### src/core/clp_pkg.sv
// constants and types for the logic cell and pin function mux
package clp_pkg;

    localparam int CLK_MHZ = 125;
    localparam int DBNC_TIME_NS = 1000;
    localparam int DBNC_CYC = (DBNC_TIME_NS * CLK_MHZ + 999) / 1000;

    // register indices, byte address is four times the index
    localparam logic [7:0] IDX_CELL_CFG = 8'h34;
    localparam logic [7:0] IDX_FF_CTRL = 8'h35;
    localparam logic [7:0] IDX_EVT_SETUP = 8'h36;
    localparam logic [7:0] IDX_ROW_FUNC = 8'h38;
    localparam logic [7:0] IDX_COL_FUNC = 8'h39;
    localparam logic [7:0] IDX_EXT_FUNC = 8'h3a;
    localparam logic [7:0] IDX_IRQ_EN = 8'h3c;
    localparam logic [7:0] IDX_IRQ_ST = 8'h3d;

    // writable bits of each register except the irq status register, then the common reset value
    localparam logic [7:0] WM_CELL_CFG = 8'h7f;
    localparam logic [7:0] WM_FF_CTRL = 8'hff;
    localparam logic [7:0] WM_EVT_SETUP = 8'h07;
    localparam logic [7:0] WM_ROW_FUNC = 8'h3f;
    localparam logic [7:0] WM_COL_FUNC = 8'h1f;
    localparam logic [7:0] WM_EXT_FUNC = 8'hed;
    localparam logic [7:0] WM_IRQ_EN = 8'h10;
    localparam logic [7:0] RST_VAL = 8'h00;

    // field positions
    localparam int B_OUT_INV = 6;
    localparam int B_INC_INV = 5;
    localparam int B_INB_INV = 4;
    localparam int B_INA_INV = 3;
    localparam int B_FF_ONE = 1;
    localparam int B_FF_ZERO = 0;
    localparam int B_DBNC_BYP = 2;
    localparam int B_EVT_EN = 1;
    localparam int B_SENSE = 0;
    localparam int B_C4_RST = 6;
    localparam int B_R4_RST = 5;
    localparam int B_R3_LO = 2;
    localparam int B_R0_ALT = 0;
    localparam int B_LOGIC_IRQ = 4;

    typedef enum logic [2:0] {
        GATE_OFF = 3'b000,
        GATE_AND = 3'b001,
        GATE_OR = 3'b010,
        GATE_XOR = 3'b011,
        GATE_FF = 3'b100,
        GATE_PA = 3'b101,
        GATE_PB = 3'b110,
        GATE_PC = 3'b111
    } clp_gate_t;

    typedef enum logic [1:0] {
        R3_GPIO = 2'b00,
        R3_LC_IN = 2'b01,
        R3_PWM = 2'b10,
        R3_UNUSED = 2'b11
    } clp_r3_t;

endpackage

### src/core/clp_core.sv
// logic cell, debounce, event and irq, pin function mux, apb registers
//
// Operation
// - out_invert set inverts cell result into logic_out
// - input invert bits 5,4,3 invert inputs c, b, a
// - gate_function selects off, and, or, xor, ff, pass a, b, c
// - ff_force_one set forces the cell flip-flop to one unless ff_force_zero is set
// - ff_force_zero set forces the cell flip-flop to zero
// - events from logic_out debounced unless out_debounce_bypass is set
// - out_fifo_event_enable gates events and interrupts from logic_out
// - out_active_sense picks the active level of logic_out
// - row bits set make rows keypad, else general io one higher
// - column bits set make columns keypad, else general io 7 to 11
// - col4_reset_route drives column four with second reset output
// - row4_reset_route drives row four with first reset output
// - row3_alt_route: gpio, logic_in_c input, pwm output, unused
// - row0_alt_route drives row zero with logic_out
// - logic_irq_enable asserts low interrupt while logic flag set
//
// Implementation choice: register access over APB.
`timescale 1ns/1ns
module clp_core (
    input wire logic pclk,
    input wire logic presetn,
    input wire logic psel,
    input wire logic penable,
    input wire logic pwrite,
    input wire logic [11:0] paddr,
    input wire logic [31:0] pwdata,
    output logic [31:0] prdata,
    output logic pready,
    output logic pslverr,
    input wire logic [5:0] row_in,
    output logic [5:0] row_out,
    output logic [5:0] row_oe_n,
    input wire logic [4:0] col_in,
    output logic [4:0] col_out,
    output logic [4:0] col_oe_n,
    input wire logic [5:0] kp_row_out,
    input wire logic [5:0] kp_row_oe_n,
    output logic [5:0] kp_row_in,
    input wire logic [4:0] kp_col_out,
    input wire logic [4:0] kp_col_oe_n,
    output logic [4:0] kp_col_in,
    input wire logic [10:0] gpio_out,
    input wire logic [10:0] gpio_oe_n,
    output logic [10:0] gpio_in,
    input wire logic logic_in_a,
    input wire logic logic_in_b,
    input wire logic pwm_out,
    input wire logic first_reset_output,
    input wire logic second_reset_output,
    output logic logic_out,
    output logic logic_event_pulse,
    output logic logic_event_level,
    output logic irq_n
);

    ////////////////////////////////////////////////////////////////////////
    // registers and state
    logic [7:0] cell_cfg_reg;
    logic [7:0] ff_ctrl_reg;
    logic [7:0] evt_setup_reg;
    logic [7:0] row_func_reg;
    logic [7:0] col_func_reg;
    logic [7:0] ext_func_reg;
    logic [7:0] irq_en_reg;
    logic [7:0] irq_st_reg;
    logic [31:0] prdata_reg;
    logic [5:0] row_m_reg;
    logic [5:0] row_s_reg;
    logic [4:0] col_m_reg;
    logic [4:0] col_s_reg;
    logic [5:0] row_out_reg;
    logic [5:0] row_oe_n_reg;
    logic [4:0] col_out_reg;
    logic [4:0] col_oe_n_reg;
    logic [5:0] kp_row_in_reg;
    logic [4:0] kp_col_in_reg;
    logic [10:0] gpio_in_reg;
    logic ff_q_reg;
    logic b_prev_reg;
    logic logic_out_reg;
    logic db_reg;
    logic [7:0] db_cnt_reg;
    logic act_prev_reg;
    logic ev_pulse_reg;
    logic ev_level_reg;

    ////////////////////////////////////////////////////////////////////////
    // apb decode
    function automatic logic hit(input logic [11:0] a, input logic [7:0] idx);
        hit = (a[11:2] == {2'b00, idx});
    endfunction

    function automatic logic [7:0] wr_val(input logic en, input logic [7:0] d,
                                          input logic [7:0] m, input logic [7:0] q);
        wr_val = en ? (d & m) : q;
    endfunction

    wire s_cfg = hit(paddr, clp_pkg::IDX_CELL_CFG);
    wire s_ff = hit(paddr, clp_pkg::IDX_FF_CTRL);
    wire s_evt = hit(paddr, clp_pkg::IDX_EVT_SETUP);
    wire s_row = hit(paddr, clp_pkg::IDX_ROW_FUNC);
    wire s_col = hit(paddr, clp_pkg::IDX_COL_FUNC);
    wire s_ext = hit(paddr, clp_pkg::IDX_EXT_FUNC);
    wire s_ien = hit(paddr, clp_pkg::IDX_IRQ_EN);
    wire s_ist = hit(paddr, clp_pkg::IDX_IRQ_ST);
    wire mapped = s_cfg | s_ff | s_evt | s_row | s_col | s_ext | s_ien | s_ist;
    wire setup = psel & ~penable;
    wire acc = psel & penable;
    wire wr = acc & pwrite & mapped;
    wire rd_st = acc & ~pwrite & s_ist;
    wire [7:0] rd_mux = ({8{s_cfg}} & cell_cfg_reg)
                      | ({8{s_ff}} & ff_ctrl_reg)
                      | ({8{s_evt}} & evt_setup_reg)
                      | ({8{s_row}} & row_func_reg)
                      | ({8{s_col}} & col_func_reg)
                      | ({8{s_ext}} & ext_func_reg)
                      | ({8{s_ien}} & irq_en_reg)
                      | ({8{s_ist}} & irq_st_reg);

    wire [7:0] cfg_next = wr_val(wr & s_cfg, pwdata[7:0], clp_pkg::WM_CELL_CFG, cell_cfg_reg);
    wire [7:0] ff_next = wr_val(wr & s_ff, pwdata[7:0], clp_pkg::WM_FF_CTRL, ff_ctrl_reg);
    wire [7:0] evt_next = wr_val(wr & s_evt, pwdata[7:0], clp_pkg::WM_EVT_SETUP, evt_setup_reg);
    wire [7:0] row_next = wr_val(wr & s_row, pwdata[7:0], clp_pkg::WM_ROW_FUNC, row_func_reg);
    wire [7:0] col_next = wr_val(wr & s_col, pwdata[7:0], clp_pkg::WM_COL_FUNC, col_func_reg);
    wire [7:0] ext_next = wr_val(wr & s_ext, pwdata[7:0], clp_pkg::WM_EXT_FUNC, ext_func_reg);
    wire [7:0] ien_next = wr_val(wr & s_ien, pwdata[7:0], clp_pkg::WM_IRQ_EN, irq_en_reg);

    assign pready = 1'b1;
    assign pslverr = acc & ~mapped;
    assign prdata = prdata_reg;

    always_ff @(posedge pclk or negedge presetn) begin
        if (!presetn) begin
            cell_cfg_reg <= clp_pkg::RST_VAL;
            ff_ctrl_reg <= clp_pkg::RST_VAL;
            evt_setup_reg <= clp_pkg::RST_VAL;
            row_func_reg <= clp_pkg::RST_VAL;
            col_func_reg <= clp_pkg::RST_VAL;
            ext_func_reg <= clp_pkg::RST_VAL;
            irq_en_reg <= clp_pkg::RST_VAL;
            prdata_reg <= 32'h0;
        end else begin
            cell_cfg_reg <= cfg_next;
            ff_ctrl_reg <= ff_next;
            evt_setup_reg <= evt_next;
            row_func_reg <= row_next;
            col_func_reg <= col_next;
            ext_func_reg <= ext_next;
            irq_en_reg <= ien_next;
            if (setup) begin
                prdata_reg <= {24'h0, rd_mux};
            end
        end
    end

    ////////////////////////////////////////////////////////////////////////
    // pin synchronisers
    always_ff @(posedge pclk or negedge presetn) begin
        if (!presetn) begin
            row_m_reg <= 6'h00;
            row_s_reg <= 6'h00;
            col_m_reg <= 5'h00;
            col_s_reg <= 5'h00;
        end else begin
            row_m_reg <= row_in;
            row_s_reg <= row_m_reg;
            col_m_reg <= col_in;
            col_s_reg <= col_m_reg;
        end
    end

    ////////////////////////////////////////////////////////////////////////
    // pin function mux
    wire [5:0] rk = row_func_reg[5:0];
    wire [4:0] ck = col_func_reg[4:0];
    wire r0_alt = ~rk[0] & ext_func_reg[clp_pkg::B_R0_ALT];
    wire r4_rst = ~rk[4] & ext_func_reg[clp_pkg::B_R4_RST];
    wire c4_rst = ~ck[4] & ext_func_reg[clp_pkg::B_C4_RST];
    wire [1:0] r3_sel = rk[3] ? 2'b00 : ext_func_reg[clp_pkg::B_R3_LO +: 2];
    wire r3_lc = (r3_sel == clp_pkg::R3_LC_IN);
    wire r3_pwm = (r3_sel == clp_pkg::R3_PWM);
    wire r3_off = (r3_sel == clp_pkg::R3_UNUSED);
    wire r3_alt = (r3_sel != clp_pkg::R3_GPIO);
    wire [5:0] r_alt = {1'b0, r4_rst, r3_alt, 2'b00, r0_alt};
    wire [4:0] c_alt = {c4_rst, 4'h0};

    wire [5:0] row_o_d = (rk & kp_row_out) | (~rk & gpio_out[5:0]);
    wire [5:0] row_e_d = (rk & kp_row_oe_n) | (~rk & gpio_oe_n[5:0]);
    wire [4:0] col_o_d = (ck & kp_col_out) | (~ck & gpio_out[10:6]);
    wire [4:0] col_e_d = (ck & kp_col_oe_n) | (~ck & gpio_oe_n[10:6]);

    wire [5:0] row_o_n = {row_o_d[5],
                          r4_rst ? first_reset_output : row_o_d[4],
                          r3_pwm ? pwm_out : row_o_d[3],
                          row_o_d[2:1],
                          r0_alt ? logic_out_reg : row_o_d[0]};
    wire [5:0] row_e_n = {row_e_d[5],
                          r4_rst ? 1'b0 : row_e_d[4],
                          (r3_lc | r3_off) ? 1'b1 : (r3_pwm ? 1'b0 : row_e_d[3]),
                          row_e_d[2:1],
                          r0_alt ? 1'b0 : row_e_d[0]};
    wire [4:0] col_o_n = {c4_rst ? second_reset_output : col_o_d[4], col_o_d[3:0]};
    wire [4:0] col_e_n = {c4_rst ? 1'b0 : col_e_d[4], col_e_d[3:0]};
    wire [10:0] gpio_in_n = {~ck & ~c_alt & col_s_reg, ~rk & ~r_alt & row_s_reg};

    always_ff @(posedge pclk or negedge presetn) begin
        if (!presetn) begin
            row_out_reg <= 6'h00;
            row_oe_n_reg <= 6'h3f;
            col_out_reg <= 5'h00;
            col_oe_n_reg <= 5'h1f;
            kp_row_in_reg <= 6'h00;
            kp_col_in_reg <= 5'h00;
            gpio_in_reg <= 11'h000;
        end else begin
            row_out_reg <= row_o_n;
            row_oe_n_reg <= row_e_n;
            col_out_reg <= col_o_n;
            col_oe_n_reg <= col_e_n;
            kp_row_in_reg <= rk & row_s_reg;
            kp_col_in_reg <= ck & col_s_reg;
            gpio_in_reg <= gpio_in_n;
        end
    end

    assign row_out = row_out_reg;
    assign row_oe_n = row_oe_n_reg;
    assign col_out = col_out_reg;
    assign col_oe_n = col_oe_n_reg;
    assign kp_row_in = kp_row_in_reg;
    assign kp_col_in = kp_col_in_reg;
    assign gpio_in = gpio_in_reg;

    ////////////////////////////////////////////////////////////////////////
    // logic cell
    wire logic_in_c = r3_lc & row_s_reg[3];
    wire in_a = logic_in_a ^ cell_cfg_reg[clp_pkg::B_INA_INV];
    wire in_b = logic_in_b ^ cell_cfg_reg[clp_pkg::B_INB_INV];
    wire in_c = logic_in_c ^ cell_cfg_reg[clp_pkg::B_INC_INV];
    wire f_one = ff_ctrl_reg[clp_pkg::B_FF_ONE];
    wire f_zero = ff_ctrl_reg[clp_pkg::B_FF_ZERO];
    wire b_rise = in_b & ~b_prev_reg;
    wire ff_d = f_zero ? 1'b0 : (f_one ? 1'b1 : (b_rise ? in_a : ff_q_reg));
    wire clp_pkg::clp_gate_t gsel = clp_pkg::clp_gate_t'(cell_cfg_reg[2:0]);
    logic cell_raw;

    always_comb begin
        case (gsel)
            clp_pkg::GATE_OFF: cell_raw = 1'b0;
            clp_pkg::GATE_AND: cell_raw = in_a & in_b & in_c;
            clp_pkg::GATE_OR: cell_raw = in_a | in_b | in_c;
            clp_pkg::GATE_XOR: cell_raw = in_a ^ in_b ^ in_c;
            clp_pkg::GATE_FF: cell_raw = ff_q_reg;
            clp_pkg::GATE_PA: cell_raw = in_a;
            clp_pkg::GATE_PB: cell_raw = in_b;
            clp_pkg::GATE_PC: cell_raw = in_c;
            default: cell_raw = 1'b0;
        endcase
    end

    wire logic_out_next = cell_raw ^ cell_cfg_reg[clp_pkg::B_OUT_INV];
    assign logic_out = logic_out_reg;

    ////////////////////////////////////////////////////////////////////////
    // debounce, event and interrupt
    localparam logic [7:0] DB_LAST = 8'(clp_pkg::DBNC_CYC - 1);
    wire byp = evt_setup_reg[clp_pkg::B_DBNC_BYP];
    wire ev_en = evt_setup_reg[clp_pkg::B_EVT_EN];
    wire sense = evt_setup_reg[clp_pkg::B_SENSE];
    wire db_diff = logic_out_reg ^ db_reg;
    wire db_done = db_diff & (db_cnt_reg == DB_LAST);
    wire filt = byp ? logic_out_reg : db_reg;
    wire act = ~(filt ^ sense);
    wire act_rise = act & ~act_prev_reg & ev_en;
    wire [7:0] st_set = {3'b000, act_rise, 4'h0};
    wire [7:0] st_clr = rd_st ? prdata_reg[7:0] : 8'h00;
    wire [7:0] st_next = st_set | (irq_st_reg & ~st_clr);

    always_ff @(posedge pclk or negedge presetn) begin
        if (!presetn) begin
            ff_q_reg <= 1'b0;
            b_prev_reg <= 1'b0;
            logic_out_reg <= 1'b0;
            db_reg <= 1'b0;
            db_cnt_reg <= 8'h00;
            act_prev_reg <= 1'b0;
            ev_pulse_reg <= 1'b0;
            ev_level_reg <= 1'b0;
            irq_st_reg <= 8'h00;
        end else begin
            ff_q_reg <= ff_d;
            b_prev_reg <= in_b;
            logic_out_reg <= logic_out_next;
            db_reg <= db_done ? logic_out_reg : db_reg;
            db_cnt_reg <= (db_diff & ~db_done) ? db_cnt_reg + 8'h01 : 8'h00;
            act_prev_reg <= act;
            ev_pulse_reg <= act_rise;
            ev_level_reg <= act_rise ? filt : ev_level_reg;
            irq_st_reg <= st_next;
        end
    end

    assign logic_event_pulse = ev_pulse_reg;
    assign logic_event_level = ev_level_reg;
    assign irq_n = ~|(irq_st_reg & irq_en_reg);
endmodule

### config.mk
export PLATFORM = sky130hd
export DESIGN_NAME = clp_core
export DESIGN_NICKNAME = d
export VERILOG_FILES = /design/src/core/clp_pkg.sv /design/src/core/clp_core.sv
export SDC_FILE = /design/constraint.sdc
export NUM_CORES = 1
export LEC_CHECK = 0
export BUFFER_PORTS_ARGS = -buffer_cell sky130_fd_sc_hd__buf_2
export CORE_MARGIN = 1
export CORE_UTILIZATION = 30
export CTS_CLUSTER_SIZE = 12
export DETAILED_ROUTE_END_ITERATION = 8
export HOLD_SLACK_MARGIN = 0.15
export PLACE_DENSITY = 0.61
export SLEW_MARGIN = 25
export SYNTH_ARGS = -nofsm -noshare
export SYNTH_HDL_FRONTEND = slang
export SYNTH_SLANG_ARGS = --single-unit
### constraint.sdc
create_clock -name pclk -period 2.4 [get_ports pclk]
set_input_delay 0.48 -clock pclk [delete_from_list [all_inputs] [get_ports pclk]]
set_output_delay 0.48 -clock pclk [all_outputs]
set_load 0.05 [all_outputs]
After elaboration in Yosys (flattened, before gate mapping). Index checks and enable logic that the tools add are counted.

Register bits after elaboration: 133. Logic and storage cells: 164.

Add/subtract/negate cells: 1. Equal/unequal tests: 19. Muxes and demuxes: 17. Reductions and logical operators: 5. Bitwise operators: 94.

Operator list (count): $eq 10x6->1 const B (8); $or 8x8->8 (7); $and 6x6->6 (7); $and 5x5->5 (7); $and 8x8->8 (4); $and 1x1->1 (25); $and 8x5->8 (3); $mux 8 (2); $mux 1 (13); $eq 3x3->1 const B (4); $or 6x6->6 (2); $not 1->1 (10); $not 5->5 (2); $or 1x1->1 (10); $or 5x5->5 (2); $add 8x1->8 const B (1); $and 8x3->8 (1); $and 8x6->8 (1); $and 8x7->8 (1); $eq 8x7->1 const B (1); $not 8->8 (1); $or 5x8->8 (1); $pmux 1 s8 (1); $reduce_or 8->1 (1); 12 further kinds (21).

Longest topological paths before layout. Gate-level depths: netlist of the first run.

Depth after elaboration: 10. Gate-level depth with buffers: 7. Depth with buffers taken out: 7.

Least setup slack after synthesis of the first run. OpenSTA, ideal clock, no wires.

Path type: input to output. Start: input port paddr[3]. End: output port pslverr. Stages on the path: 4. Required time: 1.920 ns. Arrival: 1.820 ns. Path slack: 0.100 ns. Path buffers: 2. Cells stage by stage: buf_2 buf_2 a31oi_1 a21oi_1.

Word-level cells in the longest chain between the ends: 10.

Ends and longest elaborated chain: from (decl) (line clp_core.sv:28) `input wire logic [11:0] paddr,`; $eq 10x6->1 (line clp_core.sv:93) `hit = (a[11:2] == {2'b00, idx});`; $or 1x1->1 (6 in series) (line clp_core.sv:109) `wire mapped = s_cfg | s_ff | s_evt | s_row | s_col | s_ext | s_ien | s_ist;`; $or 1x1->1 (*) (line clp_core.sv:109); $not 1->1 (*) (line clp_core.sv:132) `assign pslverr = acc & ~mapped;`; $and 1x1->1 (*) (line clp_core.sv:132); to (decl) (line clp_core.sv:32) `output logic pslverr,`.

Every way passes the cells marked *; elsewhere a longest branch is shown, timed or not.

Worst setup path in the final report of the first run.
Start: input port paddr[7]. End: output port pslverr.

The elaborated chain is that of the path after synthesis.

==> results of run 1 <==
==> through the flow <==
stage	util	instance area (um^2)	instances
2_1_floorplan	-	5763	458
6_report	0.3962	7238	838
3_3_place_gp	0.3600	6576	798
4_1_cts	0.3956	7228	837
5_1_grt	0.3962	7238	838
3_5_place_dp	0.3600	6576	798
==> layout by cell type (no fill, tap or decap), types with 3 or more instances in the layout <==
| cell type | instances |
|---|---|
| nand3_1 | 8 |
| buf_4 | 5 |
| o21ai_0 | 17 |
| mux2_2 | 57 |
| a22oi_1 | 5 |
| a22o_1 | 6 |
| mux2i_1 | 16 |
| nor2b_1 | 9 |
| a21boi_0 | 7 |
| conb_1 | 25 |
| o22ai_1 | 3 |
| dlygate4sd3_1 | 8 |
| nand2b_1 | 6 |
| ha_1 | 4 |
| inv_6 | 4 |
| nand2_1 | 25 |
| clkinvlp_4 | 3 |
| clkbuf_16 | 17 |
| clkinv_4 | 3 |
| and3_1 | 3 |
| inv_1 | 8 |
| dfrtp_1 | 122 |
| dfstp_2 | 11 |
| and2_1 | 15 |
| buf_2 | 138 |
| nor2_1 | 20 |
| nor3_1 | 3 |
| a21o_1 | 3 |
| xor2_1 | 8 |
| a21oi_1 | 5 |
==> worst max path at each step <==
stage,startpoint,to,cells past startpoint
2_1_floorplan,paddr[3],pslverr,4
3_3_place_gp,paddr[8],cell_cfg_reg[5],6
3_5_place_dp,paddr[8],row_func_reg[0],6
4_1_cts,paddr[7],pslverr,6
5_1_grt,cell_cfg_reg[3],logic_out,7
6_report,paddr[7],pslverr,6
==> Yosys cell counts, drive strengths merged (7+ instances only) <==
library cell | count | share of area
dfrtp | 122 | 0.54
mux2 | 57 | 0.11
buf | 32 | 0.039
nand2 | 28 | 0.021
nor2 | 21 | 0.015
o21ai | 17 | 0.015
mux2i | 16 | 0.028
and2 | 15 | 0.017
dfstp | 11 | 0.051
nor2b | 9 | 0.0099
inv | 8 | 0.0053
nand3 | 8 | 0.0071
xor2 | 8 | 0.012
a21boi | 7 | 0.0093
==> cell families (layout without fill, tap and decap cells) <==
| kind of cell | after synthesis | in the layout | synth area share |
|---|---|---|---|
| fa+ha+maj | 4 | 4 | 0.008817 |
| mux | 73 | 73 | 0.1413 |
| xor+xnor | 11 | 11 | 0.01830 |
| flops | 133 | 133 | 0.5887 |
| buf+inv | 42 | 193 | 0.04628 |
| other cells | 2 | 25 | 0.001323 |
| simple gates | 111 | 111 | 0.1239 |
| compound gates | 59 | 59 | 0.07142 |
==> area by class of cell <==
class / count / area share
Clock buffer: 19 / 0.05981
Clock inverter: 13 / 0.02057
Inverter: 8 / 0.004149
Multi-Input combinational cell: 283 / 0.2982
Sequential cell: 133 / 0.4617
Tap cell: 229 / 0.03959
Timing Repair Buffer: 153 / 0.1160
==> timing repair <==
| action | 4_1_cts | 5_1_grt |
|---|---|---|
| hold buffers | 7 | 1 |
| endpoints found under the setup margin | 0 | 0 |
| resized for setup | 0 | 0 |
| hold endpoints to repair | 54 | 1 |
==> power by group <==
group          switching [uW]  internal (uW)
Combinational             341            128
Sequential               18.3           2300
Clock                     997           1540
Total                    1360           3970
==> worst max-delay path, cell delays in order <==
cell and delay, ns:
buf_2 0.09, and4bb_2 0.27, nand2b_1 0.21, nand2_1 0.09
a21oi_1 0.16, buf_2 0.29
==> routing by layer <==
| metal | vias to the layer above | GRT usage |
|---|---|---|
| li1 | 1800 | - |
| met1 | 1883 | 0.1732 |
| met2 | 135 | 0.2330 |
| met3 | 14 | 0.05884 |
| met4 | 0 | 0.05205 |
| met5 | - | 0 |
==> metrics.md, run 1 <==
| Metric | Value |
|---|---|
| Outcome | `finished, final reports clean` |
| Setup WS pre-CTS | `0.2301 ns` |
| Skew-Pair Late Insertion Delay | `0.42 ns` |
| Starting density of the core | `0.3107` |
| Least-Margin Pin Slew | `0.5484 ns` |
| Post-CTS Setup Inserts | `0` |
| Routed WL | `13.00 mm` |
| # H-tree levels | `4` |
| Max layer used | `met4` |
| Die X | `139.6 um` |
| Hold Crit Endpoint | `row_m_reg[0]` |
| Tmin final | `2.075 ns` |
| Post-synth design cell area | `0.005677 mm^2` |
| Antenna Nets Post-Route | `0` |
| Pre-Repair DR Iteration Count | `4` |
| Post-synth EDFFs | `0` |
| Asr flop ratio synth | `1.000` |
| Netlist cell types | `55` |
| Hold wc startpoint | `row_in[0]` |
| CP arrival | `1.59 ns` |
| Critical path startpoint category | `primary input` |
| Initial antenna violation count | `0` |
| Reg-to-reg startpoint | `cell_cfg_reg[3]` |
| Slew headroom | `0.6317` |
| Cell Rows | `49` |
| Warnings, synthesis | `0` |
| Worst hold margin | `0.1725 ns` |
| Lkg Pwr | `0.003544 uW` |
| Clock tree buffer depth | `2` |
| Fill count | `1766` |
| Final WS setup | `0.3252 ns` |
| FMAX | `0.4820 GHz` |
| Post-synthesis sequential area ratio | `0.5887` |
| Pwr Density | `736.5 mW/mm^2` |
| Starting DRT DRC Count | `147` |
| Global-route wire length before repair | `21.47 mm` |
| Metal-1 WL | `5.541 mm` |
| Area Growth Syn to Fin | `27.51%` |
| Layout Nets | `709` |
| Worst Hold Class | `primary input to register` |
| Worst Hold Depth | `1` |
| Final Setup Violations | `0` |
| Worst-path fanout max | `5` |
| HPWL after detailed placement | `9.541 mm` |
| Fraction of final layout cells sized beyond drive strength 1 | `0.4253` |
| R2r endpoint | `logic_out` |
| Gr ovfl total | `0` |
| Multi-input gate area | `0.002158 mm^2` |
| Period utilization | `0.8645` |
| Routed vias/inst | `4.573` |
| GRT Total Usage | `0.1443` |
| Final count of hold timing violations | `0` |
| Clock Tree Root | `clkbuf_16` |
| Total die area | `0.01948 mm^2` |
| Vias in the first global route | `4164` |
| Max reg flops | `11` |
| #FFs+latches synth | `133` |
| Largest net degree at the start of global routing | `55` |
| Post-synthesis cell count | `435` |
| Clock slew at reported path FFs | `0.05 ns` |
| # DRC | `0` |
| Synth Flop Type | `dfrtp_1` |
| Clock skew | `0.01008 ns` |
| IO Pins | `191` |
| Setup CP Type | `primary input to output port` |
| Worst reg2reg path depth | `7` |
| Reg2Reg Setup Slack | `0.44 ns` |
| Wire per inst | `15.52 um` |
| Area of the core | `0.01827 mm^2` |
| Total power | `5331 uW` |
| Reg area | `0.003342 mm^2` |
| Max Slew Vio Count | `0` |
| IO Port Bufs | `139` |
| CP Capture Type | `output port` |
| RSZ-0062 raised after global routing | `no` |
| Total negative slack | `0 ns` |
| Antenna Cells | `0` |
| WL met3 | `907 um` |
| CTS tree | `built` |
| Routability cong. | `0.8247` |
| IR drop worst, VDD | `0.5392 mV` |
| Required time of the critical path | `1.92 ns` |
| Die Y-Extent | `139.6 um` |
| Mean area per synthesized cell | `13.05 um^2` |
| Total number of vias | `3832` |
| Max-cap violation count | `0` |
| WL met2 | `6.356 mm` |
| Clk sinks | `133` |
| CTS Buf Count | `17` |
No activity file was read; power rests on OpenSTA's default activity.
==> run 2, diff against run 1 <==
--- a/config.mk
+++ b/config.mk
@@ -6,13 +6,12 @@
 export NUM_CORES = 1
 export LEC_CHECK = 0
 export BUFFER_PORTS_ARGS = -buffer_cell sky130_fd_sc_hd__buf_2
-export CORE_MARGIN = 1
+export CORE_MARGIN = 5
 export CORE_UTILIZATION = 30
 export CTS_CLUSTER_SIZE = 12
 export DETAILED_ROUTE_END_ITERATION = 8
 export HOLD_SLACK_MARGIN = 0.15
 export PLACE_DENSITY = 0.61
-export SLEW_MARGIN = 25
 export SYNTH_ARGS = -nofsm -noshare
 export SYNTH_HDL_FRONTEND = slang
 export SYNTH_SLANG_ARGS = --single-unit
==> run 2 against run 1 <==
  * Non-clock buffer count decreased by 3
  * Fmax decreased by 0.80%
  * First-iteration DRC count increased by 33%
  * Clock-buffer cell count decreased by 1
  * Clock power rose by 5%
  * Global-route usage decreased by 1.5 points
  * Largest power group unchanged
  * Highest routed layer is now met5
==> metrics.md, run 2 (same netlist as run 1, synthesis figures left out) <==
| Metric | Value |
|---|---|
| Total negative slack | `0 ns` |
| Antenna Cells | `0` |
| Starting density of the core | `0.3045` |
| Area of the core | `0.01864 mm^2` |
| HPWL after detailed placement | `10.29 mm` |
| Cell Int Power | `4099 uW` |
| Starting DRT DRC Count | `195` |
| Switching Fraction | `0.2486` |
| GRT Total Usage | `0.1298` |
| Worst Setup SP | `paddr[7]` |
| Pwr Density | `753.0 mW/mm^2` |
| Tmin final | `2.092 ns` |
| R2r endpoint | `logic_out` |
| IO Pins | `191` |
| Clock power share | `0.489` |
| IR drop worst, VDD | `0.4852 mV` |
| Most frequent cells in the layout | `138 x buf_2, 122 x dfrtp_1, 57 x mux2_2` |
| CP arrival | `1.61 ns` |
| Die X | `147.6 um` |
| Clk sinks | `133` |
| Reg-to-reg startpoint | `cell_cfg_reg[3]` |
| Switching power | `1356 uW` |
| Area Growth Syn to Fin | `27.62%` |
| Clock Tree Root | `clkbuf_16` |
| # H-tree levels | `4` |
| Final count of hold timing violations | `0` |
| Worst hold margin | `0.1720 ns` |
| Global-route wire length before repair | `22.36 mm` |
| Fraction of final layout cells sized beyond drive strength 1 | `0.4323` |
| Largest net degree at the start of global routing | `58` |
| Routed vias/inst | `4.635` |
| # DRC | `0` |
| Vias in the first global route | `4319` |
| Final Setup Violations | `0` |
| Worst reg2reg path depth | `7` |
| Worst Hold Class | `primary input to register` |
| Multi-input gate area | `0.002158 mm^2` |
| Critical path startpoint category | `primary input` |
| CTS resizes | `0` |
| Setup crit end | `pslverr` |
| Slew headroom | `0.6400` |
| Most common cell after layout, fill and taps aside | `buf_2` |
| Outcome | `finished, final reports clean` |
| CTS tree | `built` |
| Required time of the critical path | `1.92 ns` |
| Routed WL | `13.65 mm` |
| Clock slew at reported path FFs | `0.06 ns` |
| Reg2Reg Setup Slack | `0.42 ns` |
| Final WS setup | `0.3083 ns` |
| Setup WS pre-CTS | `0.2311 ns` |
| Max reg flops | `11` |
| CTS Buf Count | `17` |
| RSZ-0062 raised after global routing | `no` |
| Lkg Pwr | `0.003551 uW` |
| Total number of vias | `3893` |
| Layout Nets | `706` |
| Total die area | `0.02177 mm^2` |
| Reg area | `0.003342 mm^2` |
| Max Slew Vio Count | `0` |
| Setup CP Type | `primary input to output port` |
| Wire per inst | `16.24 um` |
| Post-CTS Setup Inserts | `0` |
| Gr ovfl total | `0` |
| Post-Layout Cell Count | `840` |
| Clock tree buffer depth | `2` |
| FMAX | `0.4781 GHz` |
| Skew-Pair Late Insertion Delay | `0.41 ns` |
| Fill count | `1825` |
| Sequential power share | `0.426` |
| Worst-path fanout max | `5` |
| Max-cap violation count | `0` |
| Antenna Nets Post-Route | `0` |
| Clock skew | `0.005623 ns` |
| IO Port Bufs | `139` |
| Combinational share of power | `0.085` |
| Placed Instances | `804` |
| Cell Rows | `50` |
| Period utilization | `0.8715` |
| CP Capture Type | `output port` |
| Routability cong. | `0.8408` |
| Initial antenna violation count | `1` |
| Pre-Repair DR Iteration Count | `4` |
| Least-Margin Pin Slew | `0.5400 ns` |
| Final Util | `0.3886` |
| Die Y-Extent | `147.6 um` |
[run 2: changes by cell type in the layout (fill, tap and decap cells not counted), sizes merged]
cell	previous run	this run
clkinv	4	5
inv	12	11
dlygate4sd3	8	4
bufinv	2	3
clkbuf	19	18
buf	145	146
[run 2: layer usage]
metal	vias to the layer above	share of wire	routed length, um	global-route usage
met5	-	0.00051	7	0
met4	2	0.028	380	0.05499
met3	30	0.071	964	0.04844
met2	145	0.49	6704	0.2092
li1	1789	-	-	-
met1	1927	0.41	5587	0.1566
[run 2: final cells by class]
| cell class | count | area share |
|---|---|---|
| Timing Repair Buffer | 150 | 0.1114 |
| Multi-Input combinational cell | 283 | 0.2979 |
| Clock inverter | 14 | 0.02418 |
| Clock buffer | 18 | 0.06062 |
| Inverter | 8 | 0.004145 |
| Tap cell | 234 | 0.04041 |
| Sequential cell | 133 | 0.4613 |
[run 2: worst max-delay path, cell delays in order]
cell,delay [ns]
buf_2,0.09
and4bb_2,0.27
nand2b_1,0.25
nand2_1,0.09
a21oi_1,0.14
buf_2,0.28
[run 2: power groups by stage]
stage / combinational [uW] / sequential [uW] / clock, uW
global placement: 455 / 2360 / 0
finish: 465 / 2320 / 2670
global route: 501 / 2330 / 2850
floorplan: 205 / 2470 / 0
CTS: 471 / 2320 / 2750
detailed placement: 466 / 2360 / 0
[run 2: through the flow]
| stage | power (uW) | cell area [um^2] |
|---|---|---|
| after floorplan | 2672 | 5763 |
| after global placement | 2816 | 6590 |
| after detailed placement | 2829 | 6590 |
| after CTS | 5541 | 7244 |
| after global routing | 5684 | 7244 |
| final | 5455 | 7244 |
[run 2: worst min path at each step]
stage / to / cells past startpoint / startpoint / slack (ns)
3_5_place_dp: col_s_reg[0] / 0 / col_m_reg[0] / 0.34
6_report: row_m_reg[0] / 1 / row_in[0] / 0.17
2_1_floorplan: act_prev_reg / 0 / presetn / 0.18
5_1_grt: row_m_reg[0] / 1 / row_in[0] / 0.15
4_1_cts: row_m_reg[0] / 1 / row_in[0] / 0.15
3_3_place_gp: row_s_reg[4] / 0 / row_m_reg[4] / 0.33
[run 2: what timing repair did]
item | 4_1_cts | 5_1_grt
endpoints found under the hold margin | 53 | 0
hold buffers | 4 | 0
endpoints found under the setup margin | 0 | 0
